<file path="src/logic/sfes_defines.vh">
// constants for the serial flash erase sequencer
// Behaviour
// page erase frame is opcode 81h then three address bytes.
// page frame bytes: don't-care, then dummy bit plus page index, then don't-care.
// chip select rise ending a page frame erases the selected 256-byte page.
// page erase is self-timed, bounded, and busy shows for its whole duration.
// any byte failing to erase sets the erase/program error flag.
// opcode 20h is 4-Kbyte block erase; 52h or D8h is 32-Kbyte.
// block erase starts only with the write enable latch already set.
// after opcode and three address bytes extra bits are ignored; erase on deselect.
// 4-Kbyte erase ignores address bits 11..0; 32-Kbyte ignores bits 14..0.
// block erase aborts if address incomplete or deselect off a byte boundary.
// protected memory: block erase not executed, idle after deselect.
// block erase abort for any cause clears the write enable latch.
// successful erase shows busy and clears the latch before completion.
// host should poll status rather than wait the full erase time.
// 60h, 62h, C7h all mean chip erase, no address, extra bits ignored.
// chip erase starts only on full opcode and byte-aligned deselect.
// protected array: chip erase not executed, idle after deselect.
// chip erase off byte boundary or protected clears the write enable latch.
// chip erase starts only with the write enable latch already set.
// memory is protected when the array protect bit is one.
// opcode 06h sets the latch on a byte-aligned deselect.
// busy ends when the erase finishes; commands ignored while busy.
`ifndef SFES_DEFINES_VH
`define SFES_DEFINES_VH
`define SFES_OP_PAGE_ERASE   8'h81
`define SFES_OP_BLK4_ERASE   8'h20
`define SFES_OP_BLK32_ERASE_A 8'h52
`define SFES_OP_BLK32_ERASE_B 8'hd8
`define SFES_OP_CHIP_ERASE_A 8'h60
`define SFES_OP_CHIP_ERASE_B 8'h62
`define SFES_OP_CHIP_ERASE_C 8'hc7
`define SFES_OP_WRITE_ENABLE 8'h06
`define SFES_BITS_OPCODE     6'd8
`define SFES_BITS_ADDR_FRAME 6'd32
`define SFES_PAGE_INDEX_MSB  14
`define SFES_PAGE_INDEX_LSB  8
`define SFES_BLK4_KEEP_LSB   12
`define SFES_BLK32_KEEP_LSB  15
`define SFES_ADDR_TOP        14
`define SFES_CLK_NS          5
`define SFES_PAGE_ERASE_TIME_US  20000
`define SFES_BLOCK_ERASE_TIME_US 300000
`define SFES_CHIP_ERASE_TIME_US  1000000
`define SFES_KIND_PAGE       2'd0
`define SFES_KIND_BLK4       2'd1
`define SFES_KIND_BLK32      2'd2
`define SFES_KIND_CHIP       2'd3
`endif

</file>
<file path="src/logic/sfes_erase_timer.v">
// self-timed erase duration counter for the erase sequencer
`include "sfes_defines.vh"
module sfes_erase_timer #(
    parameter [31:0] PAGE_CYCLES  = 32'd4000000,
    parameter [31:0] BLOCK_CYCLES = 32'd60000000,
    parameter [31:0] CHIP_CYCLES  = 32'd200000000
) (
    input  wire        clock_in,
    input  wire        rst_n_in,
    input  wire        start_in,
    input  wire [1:0]  kind_in,
    output reg         done_out
);
    reg [31:0] count_q;
    reg        run_q;

    // load the bound for the requested kind, count down, pulse done at one
    always @(posedge clock_in or negedge rst_n_in) begin
        if (!rst_n_in) begin
            count_q  <= 32'h0;
            run_q    <= 1'b0;
            done_out <= 1'b0;
        end else begin
            done_out <= 1'b0;
            if (start_in) begin
                run_q <= 1'b1;
                if (kind_in == `SFES_KIND_PAGE)
                    count_q <= PAGE_CYCLES;
                else if (kind_in == `SFES_KIND_CHIP)
                    count_q <= CHIP_CYCLES;
                else
                    count_q <= BLOCK_CYCLES;
            end else if (run_q) begin
                if (count_q <= 32'h1) begin
                    run_q    <= 1'b0;
                    done_out <= 1'b1;
                end else begin
                    count_q <= count_q - 32'h1;
                end
            end
        end
    end
endmodule // sfes_erase_timer

</file>
<file path="src/logic/sfes_erase_sequencer.v">
// serial flash erase command decoder and sequencer
`include "sfes_defines.vh"
module sfes_erase_sequencer #(
    parameter [31:0] PAGE_CYCLES  = (`SFES_PAGE_ERASE_TIME_US * 1000) / `SFES_CLK_NS,
    parameter [31:0] BLOCK_CYCLES = (`SFES_BLOCK_ERASE_TIME_US * 1000) / `SFES_CLK_NS,
    parameter [31:0] CHIP_CYCLES  = (`SFES_CHIP_ERASE_TIME_US * 1000) / `SFES_CLK_NS
) (
    input  wire        clock_in,
    input  wire        arst_n_in,
    input  wire        chip_select_n_in,
    input  wire        serial_clock_in,
    input  wire        serial_data_in,
    input  wire        array_protect_bit_in,
    input  wire        erase_fault_in,
    input  wire        clear_error_in,
    output reg         busy_out,
    output reg         write_enable_latch_out,
    output reg         erase_program_error_flag_out,
    output reg         erase_start_out,
    output reg  [1:0]  erase_kind_out,
    output reg  [14:0] erase_base_out
);
    localparam [1:0] ST_IDLE  = 2'd0;
    localparam [1:0] ST_ERASE = 2'd1;

    reg        rst_s1_q;
    reg        rst_n_q;
    reg [1:0]  cs_sync_q;
    reg [1:0]  sck_sync_q;
    reg [1:0]  sdi_sync_q;
    reg        sck_prev_q;
    reg        cs_prev_q;
    reg [5:0]  bit_cnt_q;
    reg        byte_odd_q;
    reg [7:0]  opcode_q;
    reg [23:0] addr_q;
    reg [1:0]  state_q;
    reg        fault_seen_q;
    wire       timer_done;

    // opcode decode helpers used only by the frame-end logic, which also sets and clears the latch
    function is_block;
        input [7:0] op;
        begin
            is_block = (op == `SFES_OP_BLK4_ERASE) || (op == `SFES_OP_BLK32_ERASE_A) ||
                       (op == `SFES_OP_BLK32_ERASE_B);
        end
    endfunction

    function is_chip;
        input [7:0] op;
        begin
            is_chip = (op == `SFES_OP_CHIP_ERASE_A) || (op == `SFES_OP_CHIP_ERASE_B) ||
                      (op == `SFES_OP_CHIP_ERASE_C);
        end
    endfunction

    // reset release through two flops so deassertion is synchronous
    always @(posedge clock_in or negedge arst_n_in) begin
        if (!arst_n_in) begin
            rst_s1_q <= 1'b0;
            rst_n_q  <= 1'b0;
        end else begin
            rst_s1_q <= 1'b1;
            rst_n_q  <= rst_s1_q;
        end
    end

    // pins come from the host's domain; second stage only feeds logic
    always @(posedge clock_in or negedge rst_n_q) begin
        if (!rst_n_q) begin
            cs_sync_q  <= 2'b11;
            sck_sync_q <= 2'b00;
            sdi_sync_q <= 2'b00;
            sck_prev_q <= 1'b0;
            cs_prev_q  <= 1'b1;
        end else begin
            cs_sync_q  <= {cs_sync_q[0], chip_select_n_in};
            sck_sync_q <= {sck_sync_q[0], serial_clock_in};
            sdi_sync_q <= {sdi_sync_q[0], serial_data_in};
            sck_prev_q <= sck_sync_q[1];
            cs_prev_q  <= cs_sync_q[1];
        end
    end

    wire cs_active = !cs_sync_q[1];
    wire sck_rise  = sck_sync_q[1] && !sck_prev_q;
    wire cs_rise   = cs_sync_q[1] && !cs_prev_q;
    wire cs_fall   = !cs_sync_q[1] && cs_prev_q;
    wire on_byte   = (bit_cnt_q[2:0] == 3'd0) && !byte_odd_q;
    wire opc_done  = (bit_cnt_q >= `SFES_BITS_OPCODE);
    wire addr_done = (bit_cnt_q >= `SFES_BITS_ADDR_FRAME);
    wire arr_locked = array_protect_bit_in;
    wire idle      = (state_q == ST_IDLE);

    // shift opcode then address bytes msb first; later bits are ignored
    always @(posedge clock_in or negedge rst_n_q) begin
        if (!rst_n_q) begin
            bit_cnt_q  <= 6'd0;
            byte_odd_q <= 1'b0;
            opcode_q   <= 8'h00;
            addr_q     <= 24'h0;
        end else if (cs_fall) begin
            bit_cnt_q  <= 6'd0;
            byte_odd_q <= 1'b0;
        end else if (cs_active && sck_rise) begin
            if (!addr_done)
                bit_cnt_q <= bit_cnt_q + 6'd1;
            else
                byte_odd_q <= (bit_cnt_q[2:0] == 3'd7) ? 1'b0 : 1'b1;
            if (addr_done)
                bit_cnt_q <= {3'b100, bit_cnt_q[2:0] + 3'd1};
            if (!opc_done)
                opcode_q <= {opcode_q[6:0], sdi_sync_q[1]};
            else if (!addr_done)
                addr_q <= {addr_q[22:0], sdi_sync_q[1]};
        end
    end

    // frame end decides erase, abort or latch set; busy blocks every frame, not the error clear
    always @(posedge clock_in or negedge rst_n_q) begin
        if (!rst_n_q) begin
            state_q                      <= ST_IDLE;
            busy_out                     <= 1'b0;
            write_enable_latch_out       <= 1'b0;
            erase_program_error_flag_out <= 1'b0;
            erase_start_out              <= 1'b0;
            erase_kind_out               <= `SFES_KIND_PAGE;
            erase_base_out               <= 15'h0;
            fault_seen_q                 <= 1'b0;
        end else begin
            erase_start_out <= 1'b0;
            // clear first so a fault in the same cycle wins
            if (clear_error_in)
                erase_program_error_flag_out <= 1'b0;
            case (state_q)
            ST_IDLE: begin
                if (cs_rise) begin
                    if (opc_done && on_byte && opcode_q == `SFES_OP_WRITE_ENABLE) begin
                        write_enable_latch_out <= 1'b1;
                    end else if (opcode_q == `SFES_OP_PAGE_ERASE && opc_done) begin
                        if (!addr_done || !on_byte || arr_locked) begin
                            write_enable_latch_out <= 1'b0;
                        end else if (write_enable_latch_out) begin
                            // middle byte carries dummy bit and page index
                            erase_kind_out  <= `SFES_KIND_PAGE;
                            erase_base_out  <= {addr_q[`SFES_PAGE_INDEX_MSB:
                                               `SFES_PAGE_INDEX_LSB], 8'h00};
                            erase_start_out <= 1'b1;
                            busy_out        <= 1'b1;
                            fault_seen_q    <= 1'b0;
                            state_q         <= ST_ERASE;
                        end
                    end else if (is_block(opcode_q) && opc_done) begin
                        if (!addr_done || !on_byte || arr_locked) begin
                            write_enable_latch_out <= 1'b0;
                        end else if (write_enable_latch_out) begin
                            if (opcode_q == `SFES_OP_BLK4_ERASE) begin
                                erase_kind_out <= `SFES_KIND_BLK4;
                                erase_base_out <= {addr_q[`SFES_ADDR_TOP:
                                                  `SFES_BLK4_KEEP_LSB], 12'h000};
                            end else begin
                                erase_kind_out <= `SFES_KIND_BLK32;
                                erase_base_out <= 15'h0000;
                            end
                            erase_start_out <= 1'b1;
                            busy_out        <= 1'b1;
                            fault_seen_q    <= 1'b0;
                            state_q         <= ST_ERASE;
                        end
                    end else if (is_chip(opcode_q) && opc_done) begin
                        if (!on_byte || arr_locked) begin
                            write_enable_latch_out <= 1'b0;
                        end else if (write_enable_latch_out) begin
                            erase_kind_out  <= `SFES_KIND_CHIP;
                            erase_base_out  <= 15'h0000;
                            erase_start_out <= 1'b1;
                            busy_out        <= 1'b1;
                            fault_seen_q    <= 1'b0;
                            state_q         <= ST_ERASE;
                        end
                    end
                end
            end
            ST_ERASE: begin
                // latch drops at erase start; frames are not acted on
                write_enable_latch_out <= 1'b0;
                if (erase_fault_in)
                    fault_seen_q <= 1'b1;
                if (timer_done) begin
                    busy_out <= 1'b0;
                    state_q  <= ST_IDLE;
                    if (fault_seen_q || erase_fault_in)
                        erase_program_error_flag_out <= 1'b1;
                end
            end
            default: state_q <= ST_IDLE;
            endcase
        end
    end

    // the long erase durations are parameters so simulation can shorten them
    sfes_erase_timer #(
        .PAGE_CYCLES  (PAGE_CYCLES),
        .BLOCK_CYCLES (BLOCK_CYCLES),
        .CHIP_CYCLES  (CHIP_CYCLES)
    ) u_timer (
        .clock_in (clock_in),
        .rst_n_in (rst_n_q),
        .start_in (erase_start_out),
        .kind_in  (erase_kind_out),
        .done_out (timer_done)
    );
endmodule // sfes_erase_sequencer

</file>
<file path="config.mk">
export PLATFORM = sky130hd
export DESIGN_NAME = sfes_erase_sequencer
export DESIGN_NICKNAME = d
export VERILOG_FILES = /design/src/logic/sfes_erase_timer.v /design/src/logic/sfes_erase_sequencer.v
export VERILOG_INCLUDE_DIRS = /design/src /design/src/logic
export SDC_FILE = /design/constraint.sdc
export NUM_CORES = 1
export LEC_CHECK = 0
export BUFFER_PORTS_ARGS = -buffer_cell sky130_fd_sc_hd__buf_4
export CAP_MARGIN = 20
export CELL_PAD_IN_SITES_DETAIL_PLACEMENT = 0
export CELL_PAD_IN_SITES_GLOBAL_PLACEMENT = 2
export CORE_MARGIN = 4
export CORE_UTILIZATION = 43
export DETAILED_ROUTE_END_ITERATION = 10
export HOLD_SLACK_MARGIN = 0.02
export PLACE_DENSITY = 0.93
export SYNTH_ARGS = -nofsm -noshare
export SYNTH_HDL_FRONTEND = slang
export SYNTH_SLANG_ARGS = --single-unit
</file>
<file path="constraint.sdc">
create_clock -name clock_in -period 6.8 [get_ports clock_in]
set_input_delay 1.7 -clock clock_in [delete_from_list [all_inputs] [get_ports clock_in]]
set_output_delay 1.7 -clock clock_in [all_outputs]
set_load 0.01 [all_outputs]
</file>
# == Word level (Yosys, flattened, before mapping) ==
# Cells that the tools add are included.
# word_totals
register_bits,98
output_inout_bits,21
elab_cells,188
# op_classes
addsub,3
magnitude_cmp,3
eq_ne,25
n_mux,89
bitwise_logic,4
reduce_logical,42
# ops
cell,n
$mux 15,10
$mux 32,4
$mux 1,48
$mux 2,19
$le 32x1->1 const B,1
$sub 32x1->32 const B,1
$mux 28,1
$eq 8x7->1 const B,3
$eq 8x8->1 const B,3
$mux 6,3
$ne 2x2->1 const B,8
$reduce_and 6->1,2
$logic_and 1x1->1,10
$ne 5x1->1 const B,2
$reduce_and 10->1,1
$reduce_bool 2->1,5
$eq 8x3->1 const B,1
$eq 8x6->1 const B,1
$logic_or 1x1->1,8
$reduce_and 4->1,2
$add 6x1->6 const B,1
$ge 6x4->1 const B,1
$ge 6x6->1 const B,1
$logic_not 1->1,6
other kinds (17),24

# == Depth between registers and ports, before layout ==
# Gate-level depths: netlist of run 1.
# depth
ltp_word,11
mapped_depth,9
ltp_nobuf,7

# == Hierarchy ==
# A second synthesis of run 1 with hierarchy kept.
# hier_totals
hier_cells,432
area_unflattened_um2,4645.7
# modules_own_cells
mod,instances,cells_each,area_each_um2,seq_area_each_um2
sfes_erase_sequencer,1,202,2513.7,1405.1
sfes_erase_timer,1,230,2132.0,850.8

# == Worst setup path after synthesis of run 1 ==
# OpenSTA, ideal clock, no wires.
# synth_timing
path_kind,input to register
startpoint,input array_protect_bit_in
endpoint,register erase_base_out[10]
setup_ps,81
arrival_time_ps,3229
slack_ps,3490
path_stages,6
n_path_buf,1
cell_sequence,nor4b_1 -> nand2_1 -> a21oi_1 -> o21a_1 -> clkbuf_1 -> mux2i_1
# synth_between
elab_chain_len,3
# synth_lines
element,line,rtl
start: declaration,sfes_erase_sequencer.v:13,"input wire array_protect_bit_in,"
"$logic_or 1x1->1, on equally long branches","sfes_erase_sequencer.v:172, sfes_erase_sequencer.v:142, sfes_erase_sequencer.v:155",
$ne 3x3->1 (no source line) (tied with other cells),n/a,
$reduce_and 10->1 (no source line) *,n/a,
end signal: assignment,sfes_erase_sequencer.v:147,erase_base_out <= {addr_q[`SFES_PAGE_INDEX_MSB:
end signal: assignment,sfes_erase_sequencer.v:160,erase_base_out <= {addr_q[`SFES_ADDR_TOP:
end: declaration,sfes_erase_sequencer.v:21,output reg [14:0] erase_base_out
# Mark *: on every way between the ends. The rest lies on a longest branch, timed or not.
# A chain may end at the register's enable or synchronous reset.

# == Final worst setup path of run 1 ==
# layout_timing
startpoint,input array_protect_bit_in
endpoint,register erase_kind_out[0]
# layout_between
elab_chain_len,3
# layout_lines
element,line,rtl
"$logic_or 1x1->1, on equally long branches","sfes_erase_sequencer.v:172, sfes_erase_sequencer.v:142, sfes_erase_sequencer.v:155",
$ne 3x3->1 (no source line) (tied with other cells),n/a,
$reduce_and 10->1 (no source line) *,n/a,
end signal: assignment,sfes_erase_sequencer.v:159,erase_kind_out <= `SFES_KIND_BLK4;
end signal: assignment,sfes_erase_sequencer.v:163,erase_kind_out <= `SFES_KIND_BLK32;
end signal: assignment,sfes_erase_sequencer.v:175,erase_kind_out <= `SFES_KIND_CHIP;
end: declaration,sfes_erase_sequencer.v:20,"output reg [1:0] erase_kind_out,"
# Marks and branches as above.

==> results of run 1 <==
-- kinds of logic after synthesis --
family | Yosys count | share of synthesized area
AND/OR/NAND/NOR | 148 | 0.193
flip-flops | 90 | 0.512
AO/OA/AOI/OAI | 86 | 0.138
buffers and inverters | 45 | 0.0460
multiplexers | 33 | 0.0821
adder cells (fa/ha/maj) | 8 | 0.0227
other | 2 | 0.00170
XOR/XNOR | 2 | 0.00398
-- layout by cell type (no fill, tap or decap), types with 9 or more instances in the layout --
master	instances
conb_1	10
nor2_1	18
a21oi_1	23
or3_1	19
nand2_1	30
o31a_1	12
o21ai_0	9
inv_1	17
buf_4	23
dfrtp_1	86
o31ai_1	10
or4_1	12
nor4_1	16
mux2_2	25
nor3_1	13
clkbuf_8	9
-- state kept, by name (all words and copies together), names as in the netlist, 2 cells and up --
register,flops
addr_q,15
bit_cnt_q,6
cs_sync_q,2
erase_base_out,7
erase_kind_out,2
opcode_q,8
sck_sync_q,2
sdi_sync_q,2
state_q,2
u_timer.count_q,32
-- metal layers --
metal | vias to the layer above | part of all wire | track usage
met4 | 0 | 0.0092 | 0.0401
met3 | 9 | 0.037 | 0.0367
met5 | - | 0 | 0
met1 | 1568 | 0.50 | 0.235
met2 | 54 | 0.46 | 0.232
li1 | 1559 | - | -
-- stage by stage --
stage	util	hold slack (ns)	power (mW)
2_1_floorplan	-	0.331	0.686
3_3_place_gp	0.473	0.332	0.709
3_5_place_dp	0.475	0.337	0.715
4_1_cts	0.495	0.360	1.09
5_1_grt	0.495	0.364	1.13
6_report	0.495	0.356	1.07
-- path summary, 6_finish.rpt --
check / start / to / slack [ns] / cells past startpoint
max: array_protect_bit_in / erase_kind_out[0]$_DFFE_PN0P_ / 3.35 / 6
min: rst_n_q$_DFF_PN0_ / u_timer.count_q[7]$_DFFE_PN0P_ / 0.36 / 0
max reg2reg: u_timer.count_q[0]$_DFFE_PN0P_ / u_timer.count_q[26]$_DFFE_PN0P_ / 3.76 / 7
min reg2reg: rst_n_q$_DFF_PN0_ / u_timer.count_q[7]$_DFFE_PN0P_ / 0.36 / 0
max in group asynchronous: arst_n_in / rst_n_q$_DFF_PN0_ / 5.60 / 1
min in group clock_in: sdi_sync_q[0]$_DFF_PN0_ / sdi_sync_q[1]$_DFF_PN0_ / 0.36 / 0
-- report_power, final --
group          switching [mW]  internal (mW)  leakage, nW
Clock                   0.198          0.173       0.0978
Sequential             0.0394          0.565         1.15
Combinational          0.0495         0.0502        0.863
-- cell type report --
class	count	area, um2	area share
sequential	90	2260	0.463
multi-input combinational	287	2000	0.409
timing repair buffer	24	193	0.0395
tap	133	166	0.0341
clock buffer	9	124	0.0254
clock inverter	6	75.1	0.0154
inverter	18	67.6	0.0138
==> reports/results.tsv, run 1 <==
metric	value	unit
static-leakage-power	2.11	nW
max_cap_violations	0	
antenna_cells	0	
worst-setup-path-type	in -> reg	
synth_cell_type_count	51	
dpl_cell_area	0.00468	mm2
cts_setup_buffers	0	
instances_no_fill	567	
synth_edf_count	0	
slowest_stage	o21a_1	
gp_congestion	0.792	
end_kind	flop	
netlist.area_leader.share	0.494	
numCtsBuffers	9	
path_clk_slew	0.09	ns
cts_sinks	90	
fillers	927	
finalSetupViolCount	0	
wire_per_inst	15.4	um
cp_top_family	compound AO/OA/AOI/OAI gates	
crit_chain	buf_4, nor4b_1, nand2_1, a21oi_1, o21a_1, mux2_2	
synthTopCellsByCount	dfrtp_1 (87), nand2_1 (30), mux2_2 (25)	
layout-drive-gt1-share	0.180	
grt_max_degree	49	
vias_per_cell	5.63	
portBuffers	20	
cts_tree	yes	
first_global_vias	3069	
die_w	109	um
path_max_fanout	11	
hold_violations	0	
skew	0.0115	ns
drcViolationCount	0	
ys.flop_type	dfrtp_1	
ys_seq_elements	90	
status	complete, no violations	
worst_pin_slew	0.830	ns
worst_ep_required_time	7.05	ns
netlist_area	0.00441	mm2
power_density	220	mW/mm2
die_area	0.0119	mm2
cts_max_path_buffers	2	
dp_hpwl	6.00	mm
syn_inst	414	
num_vias	3190	
syn-mean-instance-area	10.6	um2
yosys_warnings	0	
fmax	290	MHz
cts_resized	0	
start_util	0.447	
dr.pass1.iters	4	
grt_overflow	0	
fp.dieH	109	um
synth_seq_area_share	0.512	
synthTopCellsByArea	dfrtp_1 (49%), mux2_2 (6.4%), or3_1 (2.7%), a21oi_1 (2.6%), nand2_1 (2.6%)	
cts.root.buffer_cell	clkbuf_8	
crit_buf_inv	1	
period_needed	3.45	ns
wirelength	8.74	mm
area.growth.synth_to_final	10.8	%
critical_path_arrival	3.70	ns
hold_path.class	reg -> async	
htreeDepth	3	
core_area	0.00986	mm2
hold_buffers	0	
row_count	36	
tns	0	ns
worstSetupStartpointType	input pin	
antenna_found_initial	0	
rsz0062_at_grt	false	
relSlewSlack	0.444	
worst_slack	3.35	ns
fin_crit_sh	0.508	
grt_usage	0.158	
synth-async-reset-ratio	1.00	
preCtsSetupSlack	2.96	ns
fin_nets	446	
boundaryPins	29	
peakVddDrop	0.131	mV
grt_pass1_wl	15.0	mm
ant_nets	0	
yosysMostFrequentCell	dfrtp_1	
clk_latency	0.36	ns
dpl.cell_count	552	
slowest_delay	0.53	ns
yosysTopAreaCell	dfrtp_1	
first_iter_violations	122	
finalMaxSlewViolations	0	
finalInstanceArea	0.00488	mm2
Note: power is estimated with default switching activity, not from simulation.
==> run 2, diff against run 1 <==
CORE_UTILIZATION = 36   (was 43)
PLACE_DENSITY = 0.84   (was 0.93)
clock period = 3.09 ns   (was 6.8 ns; I/O delays follow)
==> run 2 against run 1 <==
  * Critical path depth grew 1
  * Sequential share of layout area shrank 1.6 points
  * Register-to-register slack lost 3.6 ns
  * Sequential power grew 120%
  * Clock power increased to 3.0 times the previous value
  * Critical path type is now reg -> reg
  * Worst hold slack lost 0.16 ns
==> reports/results.tsv, run 2 (synthesized netlist as in run 1, its figures left out) <==
metric	value	unit
status	complete, no violations	
largest_reg_flops	32	
core_area	0.0120	mm2
fp.dieH	119	um
cts.root.buffer_cell	clkbuf_16	
start_util	0.367	
sw_frac_of_total	0.256	
slowest_delay	0.53	ns
worstSetupStartpointType	flop	
die_area	0.0141	mm2
vias_per_cell	5.47	
drcViolationCount	0	
fin_util	0.421	
clk_latency	0.34	ns
internal_power	1.99	mW
whs	0.200	ns
critical_path_arrival	3.11	ns
worst-setup-path-type	reg -> reg	
finalMaxSlewViolations	0	
first_iter_violations	197	
power_density	530	mW/mm2
fmax	347	MHz
fin_crit_sh	0.934	
htreeDepth	3	
multiInputGateArea	0.00200	mm2
cts_tree	yes	
use_met2	0.203	
fillers	1169	
skew	0.00718	ns
first_global_vias	3120	
wirelength	9.26	mm
portBuffers	20	
numCtsBuffers	9	
wire_per_inst	15.7	um
cts_sinks	90	
max_cap_violations	0	
die_w	119	um
instances_no_fill	588	
antenna_found_initial	0	
grt_use_met1	0.199	
finalSetupViolCount	0	
gp_congestion	0.796	
relSlewSlack	0.567	
grt_usage	0.139	
worst_ep_required_time	3.31	ns
dpl.cell_count	572	
cpMostUsedCell	or3_1	
rsz0062_at_grt	false	
static-leakage-power	2.19	nW
grt_pass1_wl	16.0	mm
end_kind	flop	
slowest_stage	or3b_2	
fin_nets	452	
peakVddDrop	0.329	mV
period_needed	2.89	ns
cts_setup_buffers	0	
num_vias	3217	
final_common_cell	dfrtp_1	
top_regs	u_timer.count_q x32, addr_q x15, opcode_q x8	
worst_pin_slew	0.644	ns
hold_violations	0	
clkPwrFrac	0.417	
comb_power_share	0.086	
regArea	0.00226	mm2
cts_resized	0	
grt_max_degree	49	
antenna_cells	0	
regMostFlops	u_timer.count_q	
final_cell_mix	dfrtp_1 (86), nand2_1 (30), buf_4 (29)	
dr.pass1.iters	4	
crit_chain	inv_1, ha_1, or3b_2, or3_1, or3_1, nor4_1, mux2_2	
hold_buffers	0	
p_seq_frac	0.497	
row_count	40	
layout-drive-gt1-share	0.190	
area.growth.synth_to_final	14.7	%
path_max_fanout	10	
ant_nets	0	
top_usage_layer	met2	
path_clk_slew	0.06	ns
cts_max_path_buffers	2	
grtUsageMet3	0.0450	
boundaryPins	29	
p_sw	0.684	mW
hold_path.class	in -> async	
tns	0	ns
dp_hpwl	6.33	mm
grt_overflow	0	
-- run 2: changes by cell type in the layout (fill, tap and decap cells not counted), sizes merged --
| cell | before | now |
|---|---|---|
| inv | 19 | 20 |
| clkinvlp | 1 | 2 |
| buf | 24 | 30 |
| clkinv | 3 | 1 |
| clkbuf | 9 | 10 |
-- run 2: through the flow --
step | worst slack, ns | power [mW] | instance area (um2)
2_1_floorplan | 0.323 | 1.51 | 4440
6_report | 0.205 | 2.68 | 5050
3_3_place_gp | 0.292 | 1.57 | 4720
5_1_grt | 0.0251 | 2.80 | 5050
4_1_cts | 0.191 | 2.72 | 5050
3_5_place_dp | 0.207 | 1.58 | 4750
-- run 2: path summary, 6_finish.rpt --
check                                                     from  slack [ns]  cells after the start                               to
worst min register to register               rst_n_q$_DFF_PN0_        0.31                      0    erase_base_out[9]$_DFFE_PN0P_
min in group clock_in                       rst_s1_q$_DFF_PN0_        0.35                      0                rst_n_q$_DFF_PN0_
worst min-delay path                                 arst_n_in        0.20                      1                rst_n_q$_DFF_PN0_
max in group asynchronous                    rst_n_q$_DFF_PN0_        1.94                      2           cs_sync_q[0]$_DFF_PN1_
worst max register to register  u_timer.count_q[0]$_DFFE_PN0P_        0.20                      7  u_timer.count_q[26]$_DFFE_PN0P_
worst max-delay path            u_timer.count_q[0]$_DFFE_PN0P_        0.20                      7  u_timer.count_q[26]$_DFFE_PN0P_
-- run 2: layer usage --
metal | wire [um] | vias up
met1 | 4640 | 1588
met2 | 4150 | 39
li1 | - | 1583
met4 | 131 | 0
met3 | 337 | 7
met5 | 0 | -
-- run 2: layout make-up --
| class | instances | area share |
|---|---|---|
| sequential | 90 | 0.447 |
| multi-input combinational | 287 | 0.395 |
| timing repair buffer | 30 | 0.0485 |
| clock buffer | 10 | 0.0453 |
| tap | 147 | 0.0364 |
| clock inverter | 6 | 0.0141 |
| inverter | 18 | 0.0134 |
-- run 2: power by group through the flow --
stage | sequential (mW) | combinational [mW] | clock (mW)
2_1_floorplan | 1.33 | 0.177 | 0
3_3_place_gp | 1.36 | 0.207 | 0
3_5_place_dp | 1.35 | 0.232 | 0
4_1_cts | 1.33 | 0.234 | 1.15
5_1_grt | 1.34 | 0.260 | 1.20
6_report | 1.33 | 0.231 | 1.12
-- run 2: worst max-delay path, delay by kind of cell, from the launching register on --
kind                       cells  cell delay (ns)
and+or+nand+nor                4             1.67
buffers and inverters          1             0.10
DFF                            1             0.42
muxes                          1             0.37
adders and majority gates      1             0.20
